## src/hdl/dws_map.vh

```
// Constants and timing counts of the droop wake sequencer
`ifndef DWS_MAP_VH
`define DWS_MAP_VH
`define DWS_CLK_HZ 10000000
`define DWS_WAKE_WIDTH_NS 1000
`define DWS_WAKE_REP_NS 30000
`define DWS_MIN_LOW_NS 500
`define DWS_ENABLE_INTERVAL_NS 57000
`define DWS_DISABLE_INTERVAL_NS 177000
`define DWS_NS_CYC(ns) (((ns) * (`DWS_CLK_HZ / 1000000)) / 1000)
`define DWS_WAKE_WIDTH_CYC `DWS_NS_CYC(`DWS_WAKE_WIDTH_NS)
`define DWS_WAKE_REP_CYC `DWS_NS_CYC(`DWS_WAKE_REP_NS)
`define DWS_MIN_LOW_CYC `DWS_NS_CYC(`DWS_MIN_LOW_NS)
`define DWS_ENABLE_INTERVAL_CYC `DWS_NS_CYC(`DWS_ENABLE_INTERVAL_NS)
`define DWS_DISABLE_INTERVAL_CYC `DWS_NS_CYC(`DWS_DISABLE_INTERVAL_NS)
`define DWS_ENABLE_COUNT 32
`define DWS_DISABLE_COUNT 63
`define DWS_REF_NUM 97
`define DWS_REF_DEN 100
`endif

```

## src/hdl/dws_sync.v

```verilog
// Two-flop synchroniser for a group of pin inputs
`timescale 1ns/1ps
`default_nettype none
module dws_sync #(
  parameter W = 1
) (
  input wire clk,
  input wire rst,
  input wire [W-1:0] d,
  output wire [W-1:0] q
);
  reg [W-1:0] meta_reg;
  reg [W-1:0] sync_reg;
  always @(posedge clk) begin
    if (rst) begin
      meta_reg <= {W{1'b0}};
      sync_reg <= {W{1'b0}};
    end else begin
      meta_reg <= d;
      sync_reg <= meta_reg;
    end
  end
  assign q = sync_reg;
endmodule
`default_nettype wire

```

## src/hdl/dws_ref_hold.v

```verilog
// Droop reference hold register with 97 percent scaling
`timescale 1ns/1ps
`default_nettype none
`include "dws_map.vh"
module dws_ref_hold #(
  parameter W = 12
) (
  input wire clk,
  input wire rst,
  input wire load,
  input wire [W-1:0] supply,
  output reg [W-1:0] ref_out
);
  localparam [7:0] REF_NUM = `DWS_REF_NUM;
  localparam [W+7:0] REF_DEN = `DWS_REF_DEN;
  wire [W+7:0] prod;
  wire [W+7:0] scaled;
  assign prod = {8'h00, supply} * REF_NUM;
  assign scaled = prod / REF_DEN;
  always @(posedge clk) begin
    if (rst) begin
      ref_out <= {W{1'b0}};
    end else if (load) begin
      ref_out <= scaled[W-1:0];
    end
  end
endmodule
`default_nettype wire

```

## src/hdl/dws_top.v

```verilog
// Droop wake sequencer: detect qualify, droop wake pulses, enable control
// Notes on behaviour
// - Everything stays inactive until supply passes the lockout turn-on level.
// - Once on, run until supply falls below turn-off level.
// - Sample trigger at demag end only after wake low beyond minimum time.
// - Each qualified detect loads reference as 97 percent of supply.
// - Unqualified wake activity leaves the stored reference unchanged.
// - Supply below held reference raises a wake request.
// - Wake line is detect input and pulsed ground switch output.
// - Pulses repeat while requested; stop on detect or lockout.
// - Each detected power cycle refreshes reference and stops pulses.
// - Without controller response pulses repeat and reference holds.
// - Detect during droop reloads reference, delaying the next request.
// - Enable output driven low after sustained slow power cycles.
// - Enable released after 32 cumulative short-period cycles.
// - Low needs 63 consecutive long cycles; one shorter clears count.
// - While low, long cycles never clear the cumulative count.
// - At power-up enable output released and stays while cycles short.
// - Wake events leave enable state and its counters unchanged.
`timescale 1ns/1ps
`default_nettype none
`include "dws_map.vh"
module dws_top #(
  parameter SW = 12,
  parameter PW = 16,
  parameter MIN_LOW_CYC = `DWS_MIN_LOW_CYC,
  parameter WAKE_W_CYC = `DWS_WAKE_WIDTH_CYC,
  parameter WAKE_REP_CYC = `DWS_WAKE_REP_CYC,
  parameter EN_INT_CYC = `DWS_ENABLE_INTERVAL_CYC,
  parameter DIS_INT_CYC = `DWS_DISABLE_INTERVAL_CYC,
  parameter EN_CNT_N = `DWS_ENABLE_COUNT,
  parameter DIS_CNT_N = `DWS_DISABLE_COUNT
) (
  input wire I_REF_CLK,
  input wire I_RST,
  input wire I_UV_ON_ABOVE,
  input wire I_UV_OFF_BELOW,
  input wire I_WAKE_BELOW_THRESH,
  input wire I_DEMAG_END,
  input wire [SW-1:0] I_SUPPLY,
  output wire [SW-1:0] O_DROOP_REF,
  output wire O_SAMPLE_TRIG,
  output wire O_WAKE_OUT,
  output wire O_WAKE_OE_N,
  output wire O_ENABLE_OUT,
  output wire O_ENABLE_OE_N,
  output wire O_ACTIVE
);
  // Cycle counts cut to the counter widths
  localparam [PW-1:0] MIN_LOW = MIN_LOW_CYC[PW-1:0];
  localparam [PW-1:0] WAKE_W = WAKE_W_CYC[PW-1:0];
  localparam [PW-1:0] WAKE_REP = WAKE_REP_CYC[PW-1:0];
  localparam [PW-1:0] EN_INT = EN_INT_CYC[PW-1:0];
  localparam [PW-1:0] DIS_INT = DIS_INT_CYC[PW-1:0];
  localparam [5:0] EN_CNT = EN_CNT_N[5:0];
  localparam [5:0] DIS_CNT = DIS_CNT_N[5:0];
  localparam ST_OFF = 1'b0;
  localparam ST_ON = 1'b1;

  wire [3:0] sync_q;
  wire uv_on;
  wire uv_off;
  wire wake_low;
  wire demag_end;
  wire [SW-1:0] supply_q;
  wire [SW-1:0] droop_ref;

  dws_sync #(.W(4)) u_sync (
    .clk(I_REF_CLK),
    .rst(I_RST),
    .d({I_UV_ON_ABOVE, I_UV_OFF_BELOW, I_WAKE_BELOW_THRESH, I_DEMAG_END}),
    .q(sync_q)
  );
  assign uv_on = sync_q[3];
  assign uv_off = sync_q[2];
  assign wake_low = sync_q[1];
  assign demag_end = sync_q[0];

  // Supply code is taken as slow, so per-bit syncing is safe
  dws_sync #(.W(SW)) u_sup (
    .clk(I_REF_CLK),
    .rst(I_RST),
    .d(I_SUPPLY),
    .q(supply_q)
  );

  reg state_reg;
  reg state_next;
  reg [PW-1:0] low_cnt_reg;
  reg qual_reg;
  reg demag_d_reg;
  reg trig_reg;
  reg ref_valid_reg;
  reg wake_req_reg;
  reg [PW-1:0] osc_cnt_reg;
  reg pulse_reg;
  reg [PW-1:0] period_reg;
  reg seen_reg;
  reg [5:0] dis_cnt_reg;
  reg [5:0] en_cnt_reg;
  reg ens_low_reg;

  // Counter step that sticks at all ones
  function [PW-1:0] step_sat;
    input [PW-1:0] v;
    begin
      if (v == {PW{1'b1}}) begin
        step_sat = v;
      end else begin
        step_sat = v + 1'b1;
      end
    end
  endfunction

  // Counter step that wraps to zero after lim - 1
  function [PW-1:0] step_wrap;
    input [PW-1:0] v;
    input [PW-1:0] lim;
    begin
      if (v >= lim - 1'b1) begin
        step_wrap = {PW{1'b0}};
      end else begin
        step_wrap = v + 1'b1;
      end
    end
  endfunction

  // Next value of a six-bit cycle count
  function [5:0] step6;
    input [5:0] v;
    begin
      step6 = v + 6'h01;
    end
  endfunction

  // One more cycle brings the count to its limit
  function reach6;
    input [5:0] v;
    input [5:0] lim;
    begin
      reach6 = (step6(v) >= lim);
    end
  endfunction

  wire active;
  wire detect;
  wire wake_on;
  wire pulse_win;
  wire period_done;
  wire long_cycle;
  wire short_cycle;
  assign active = (state_reg == ST_ON);
  assign wake_on = ref_valid_reg && (supply_q < droop_ref);
  assign pulse_win = (osc_cnt_reg < WAKE_W);
  // Only a detect with a known start closes a period
  assign period_done = detect && seen_reg;
  assign long_cycle = (period_reg > DIS_INT);
  assign short_cycle = (period_reg < EN_INT);

  always @* begin
    case (state_reg)
      ST_OFF: state_next = uv_on ? ST_ON : ST_OFF;
      ST_ON: state_next = uv_off ? ST_OFF : ST_ON;
      default: state_next = ST_OFF;
    endcase
  end

  always @(posedge I_REF_CLK) begin
    if (I_RST) begin
      state_reg <= ST_OFF;
    end else begin
      state_reg <= state_next;
    end
  end

  always @(posedge I_REF_CLK) begin
    if (I_RST || !active) begin
      low_cnt_reg <= {PW{1'b0}};
      qual_reg <= 1'b0;
      demag_d_reg <= 1'b0;
    end else begin
      demag_d_reg <= demag_end;
      // Own wake pulse lows the line too, so it never qualifies
      if (!wake_low || pulse_reg) begin
        low_cnt_reg <= {PW{1'b0}};
        qual_reg <= 1'b0;
      end else if (low_cnt_reg >= MIN_LOW) begin
        qual_reg <= 1'b1;
      end else begin
        low_cnt_reg <= step_sat(low_cnt_reg);
      end
    end
  end

  assign detect = active && demag_end && !demag_d_reg && qual_reg;

  always @(posedge I_REF_CLK) begin
    if (I_RST) begin
      trig_reg <= 1'b0;
      ref_valid_reg <= 1'b0;
    end else begin
      trig_reg <= detect;
      // No wake until a first detect has stored a reference
      if (!active) begin
        ref_valid_reg <= 1'b0;
      end else if (detect) begin
        ref_valid_reg <= 1'b1;
      end
    end
  end

  dws_ref_hold #(.W(SW)) u_ref (
    .clk(I_REF_CLK),
    .rst(I_RST),
    .load(detect),
    .supply(supply_q),
    .ref_out(droop_ref)
  );

  always @(posedge I_REF_CLK) begin
    if (I_RST || !active) begin
      wake_req_reg <= 1'b0;
    end else if (detect) begin
      wake_req_reg <= 1'b0;
    end else begin
      wake_req_reg <= wake_on;
    end
  end

  always @(posedge I_REF_CLK) begin
    if (I_RST || !active || !wake_req_reg || detect) begin
      osc_cnt_reg <= {PW{1'b0}};
      pulse_reg <= 1'b0;
    end else begin
      osc_cnt_reg <= step_wrap(osc_cnt_reg, WAKE_REP);
      pulse_reg <= pulse_win;
    end
  end

  assign O_WAKE_OUT = 1'b0;
  assign O_WAKE_OE_N = ~pulse_reg;

  always @(posedge I_REF_CLK) begin
    if (I_RST || !active) begin
      period_reg <= {PW{1'b0}};
      seen_reg <= 1'b0;
    end else if (detect) begin
      period_reg <= {PW{1'b0}};
      seen_reg <= 1'b1;
    end else begin
      // Sticks at full scale so a very slow cycle still reads long
      period_reg <= step_sat(period_reg);
    end
  end

  // enable counters, stepped only on a detect that closes a period (period_done), cleared while inactive
  always @(posedge I_REF_CLK) begin
    if (I_RST || !active) begin
      dis_cnt_reg <= 6'h00;
      en_cnt_reg <= 6'h00;
      ens_low_reg <= 1'b0;
    end else if (period_done) begin
      if (!ens_low_reg) begin
        if (long_cycle) begin
          if (reach6(dis_cnt_reg, DIS_CNT)) begin
            ens_low_reg <= 1'b1;
            dis_cnt_reg <= 6'h00;
            en_cnt_reg <= 6'h00;
          end else begin
            dis_cnt_reg <= step6(dis_cnt_reg);
          end
        end else begin
          dis_cnt_reg <= 6'h00;
        end
      end else if (short_cycle) begin
        if (reach6(en_cnt_reg, EN_CNT)) begin
          ens_low_reg <= 1'b0;
          en_cnt_reg <= 6'h00;
          dis_cnt_reg <= 6'h00;
        end else begin
          en_cnt_reg <= step6(en_cnt_reg);
        end
      end
    end
  end

  assign O_ENABLE_OUT = 1'b0;
  assign O_ENABLE_OE_N = ~ens_low_reg;
  assign O_DROOP_REF = droop_ref;
  assign O_SAMPLE_TRIG = trig_reg;
  assign O_ACTIVE = state_reg;
endmodule
`default_nettype wire

```

## config.mk

```make
export PLATFORM = sky130hd
export DESIGN_NAME = dws_top
export DESIGN_NICKNAME = d
export VERILOG_FILES = /design/src/hdl/dws_sync.v /design/src/hdl/dws_ref_hold.v /design/src/hdl/dws_top.v
export VERILOG_INCLUDE_DIRS = /design/src /design/src/hdl
export SDC_FILE = /design/constraint.sdc
export NUM_CORES = 1
export LEC_CHECK = 0
export BUFFER_PORTS_ARGS = -buffer_cell sky130_fd_sc_hd__buf_2
export CAP_MARGIN = 20
export CORE_MARGIN = 5
export CORE_UTILIZATION = 60
export DETAILED_ROUTE_END_ITERATION = 6
export PLACE_DENSITY = 0.78
export RECOVER_POWER = 50
export REMOVE_ABC_BUFFERS = 1
export SLEW_MARGIN = 30
export SYNTH_ARGS = -nofsm -noshare
export SYNTH_HDL_FRONTEND = slang
export SYNTH_SLANG_ARGS = --single-unit
export TNS_END_PERCENT = 50
```

## constraint.sdc

```tcl
create_clock -name I_REF_CLK -period 11.7 [get_ports I_REF_CLK]
set_clock_uncertainty 0.2 [all_clocks]
set_input_delay 0.585 -clock I_REF_CLK [delete_from_list [all_inputs] [get_ports I_REF_CLK]]
set_output_delay 0.585 -clock I_REF_CLK [all_outputs]
set_load 0.1 [all_outputs]
```

==> reports/metrics.yaml <==
cts:
  cts_sinks: 112
  htreeDepth: 3
  numCtsBuffers: 9
  path_clk_slew_ns: 0.08
  clk_latency_ns: 0.35
  cts_root_buf: "clkbuf_16"
  holdBufCountCts: 0
  clock_path_buffers: 2
  cts_tree: "yes"
global_route:
  grt_pass1_vias: 6877
  grt_pass1_wl_mm: 31.7
  grt_max_degree: 48
  antenna_found_initial: 0
  grt_overflow: 0
  grt_usage: 0.225
cells_and_area:
  syn_to_final_growth_pct: 11.6
  antenna_cells: 0
  mostFrequentLayoutCell: "dfxtp_1"
  multi_input_area_um2: 6170
  fin_area_um2: 9510
  final-seq-area_um2: 2240
  final_cell_mix: "dfxtp_1 (111), nor2_1 (94), ha_1 (75)"
  drive_gt1_frac: 0.143
  nets: 1148
  fill_cells: 1135
floorplan:
  initial_core_util: 0.614
  dieArea_um2: 16700
  core_um2: 13900
  dieHeight_um: 129
  ios: 36
  rows: 43
  die_w_um: 129
timing:
  tightest_slew_ns: 1.98
  finalHoldViolCount: 0
  finalCriticalPeriod_ns: 11.34
  hold_ws_ns: 0.236
  finalSetupViolations: 0
  slew_viol_final: 48
  period_share: 0.969
  timing.fmax_mhz: 88.2
  slew-limit-headroom: -0.319
worst_setup_path:
  critPathBufInv: 5
  reg2reg_from: "u_sup.q[6]$_SDFF_PP0_"
  r2r_slack_ns: 0.36
  slowest_delay_ns: 0.53
  endpoint_kind: "flip-flop"
  timing.rr.end: "u_ref.ref_out[0]$_SDFFE_PP0P_"
  start_kind: "flip-flop"
  r2r_cells: 43
  critPathTopFamily: "compound AO/OA/AOI/OAI gates"
  crit_slowest_cell: "xor3_2"
  worstPathArrival_ns: 11.35
  crit_required_ns: 11.71
  path_class: "reg2reg"
  worst_path_most_repeated_cell: "ha_1"
  critical_path_depth: 43
  crit_fanout: 13
drt:
  antenna_left: 0
  vias: 7479
  via_per_inst: 6.06
  drc: 0
  wl_per_cell_um: 15.7
  first_iter_violations: 512
  drt_pass1_iterations: 5
  wirelength_mm: 19.4
run_status:
  status: "finished, violations left"
  violations: "capacitance limit, slew limit"
logic_synthesis:
  syn_area_per_cell_um2: 8.55
  synthCells: 997
  muxShareOfSynthArea: 0.0266
  synth_edf_count: 0
  synthXorXnorAreaFrac: 0.0559
  synth_compound_area_frac: 0.240
  syn-cell-area_um2: 8520
  synth-seq-cells: 112
  synth_top_family_by_area: "simple AND/OR/NAND/NOR gates"
  ys_seq_area_frac: 0.263
  yosysWarnings: 0
  synth_flop_cell: "dfxtp_1"
  synthAdderAreaFrac: 0.125
  synth-async-reset-ratio: 0
  synth-simple-area-share: 0.247
  ys_types: 112
min_path:
  min_from: "u_sup.meta_reg[10]$_SDFF_PP0_"
  min_to: "u_sup.q[10]$_SDFF_PP0_"
  hold_class: "reg2reg"
  worstHoldPathCells: 1
placement:
  io_buffers: 33
  routabilityCongestion: 0.899
  detailed_place.area_um2: 8920
  hpwl_mm: 14.0
flow_run:
  cap_violations: 1
## worst register-to-register path, delay by kind of cell, from the launching register on
family	cells	cell delay (ns)
simple gates	10	2.59
fa+ha+maj	5	1.77
mux	5	1.46
xor+xnor	1	0.54
compound gates	17	3.55
buf+inv	5	0.64
flops	1	0.44
## stage by stage
step	setup TNS, ns	cells	utilization	setup WS [ns]
floorplan	0	975	-	0.763
finish	0	1234	0.685	0.358
global placement	0	1206	0.642	0.179
CTS	0	1222	0.664	0.00677
detailed placement	-0.00270	1206	0.642	-0.00270
global route	-0.0960	1234	0.685	-0.0960
## worst max-delay path by stage
stage	from	end	slack [ns]
finish	u_sup.q[6]$_SDFF_PP0_	u_ref.ref_out[0]$_SDFFE_PP0P_	0.36
detailed placement	u_sup.q[4]$_SDFF_PP0_	u_ref.ref_out[0]$_SDFFE_PP0P_	-0.003
global placement	u_sup.q[4]$_SDFF_PP0_	u_ref.ref_out[0]$_SDFFE_PP0P_	0.18
CTS	u_sup.q[4]$_SDFF_PP0_	u_ref.ref_out[0]$_SDFFE_PP0P_	0.007
floorplan	u_sup.q[4]$_SDFF_PP0_	u_ref.ref_out[0]$_SDFFE_PP0P_	0.76
global route	u_sup.q[6]$_SDFF_PP0_	u_ref.ref_out[0]$_SDFFE_PP0P_	-0.1
## layer usage
metal / global-route usage / vias to the layer above / wire length, um
li1: - / 3763 / -
met1: 0.303 / 3444 / 8930
met2: 0.384 / 233 / 9100
met3: 0.0264 / 39 / 1000
met4: 0.0636 / 0 / 370
met5: 0 / - / 0
## timing repair
| action | in CTS | in global routing |
|---|---|---|
| gates cloned | 0 | 0 |
| setup endpoints to repair | 1 | 2 |
| hold endpoints to repair | 0 | 0 |
| resized for setup | 1 | 35 |
| pin swaps | 0 | 7 |
| setup buffers | 0 | 12 |
## cell usage after synthesis (9+ instances only)
cell type / instances / area share
a211oi_1: 11 / 0.0097
mux2i_1: 11 / 0.013
nand2b_1: 13 / 0.0095
o21ai_0: 45 / 0.026
a21o_1: 17 / 0.015
a21oi_1: 37 / 0.022
o21a_1: 13 / 0.011
dfxtp_1: 112 / 0.26
inv_1: 51 / 0.022
xnor2_1: 24 / 0.025
or3_1: 9 / 0.0066
xor2_1: 24 / 0.025
o211ai_1: 12 / 0.011
nor4_1: 11 / 0.0081
nand2_1: 65 / 0.029
nor2b_1: 42 / 0.031
and2_1: 23 / 0.017
ha_1: 77 / 0.11
nand3_1: 28 / 0.016
and3_1: 21 / 0.015
nor3_1: 31 / 0.018
clkbuf_1: 17 / 0.0075
nor2_1: 94 / 0.041
## cell families (layout without fill, tap and decap cells)
kind of cell               after synthesis  after routing
adders and majority gates               83             83
and+or+nand+nor                        389            389
AOI/OAI and AO/OA                      261            261
other                                    1              9
xor gates and xnor gates                51             51
buffers and inverters                   81            130
DFF                                    112            112
muxes                                   19             19
## final cells by class
class | count | area share
Tap cell | 180 | 0.0237
Clock inverter | 7 | 0.00842
Timing Repair Buffer | 63 | 0.0401
Clock buffer | 9 | 0.0237
Inverter | 51 | 0.0201
Multi-Input combinational cell | 812 | 0.648
Sequential cell | 112 | 0.236
Power is not shown: default switching activity piles up to over one toggle a cycle in this logic, so the estimate is an artifact.
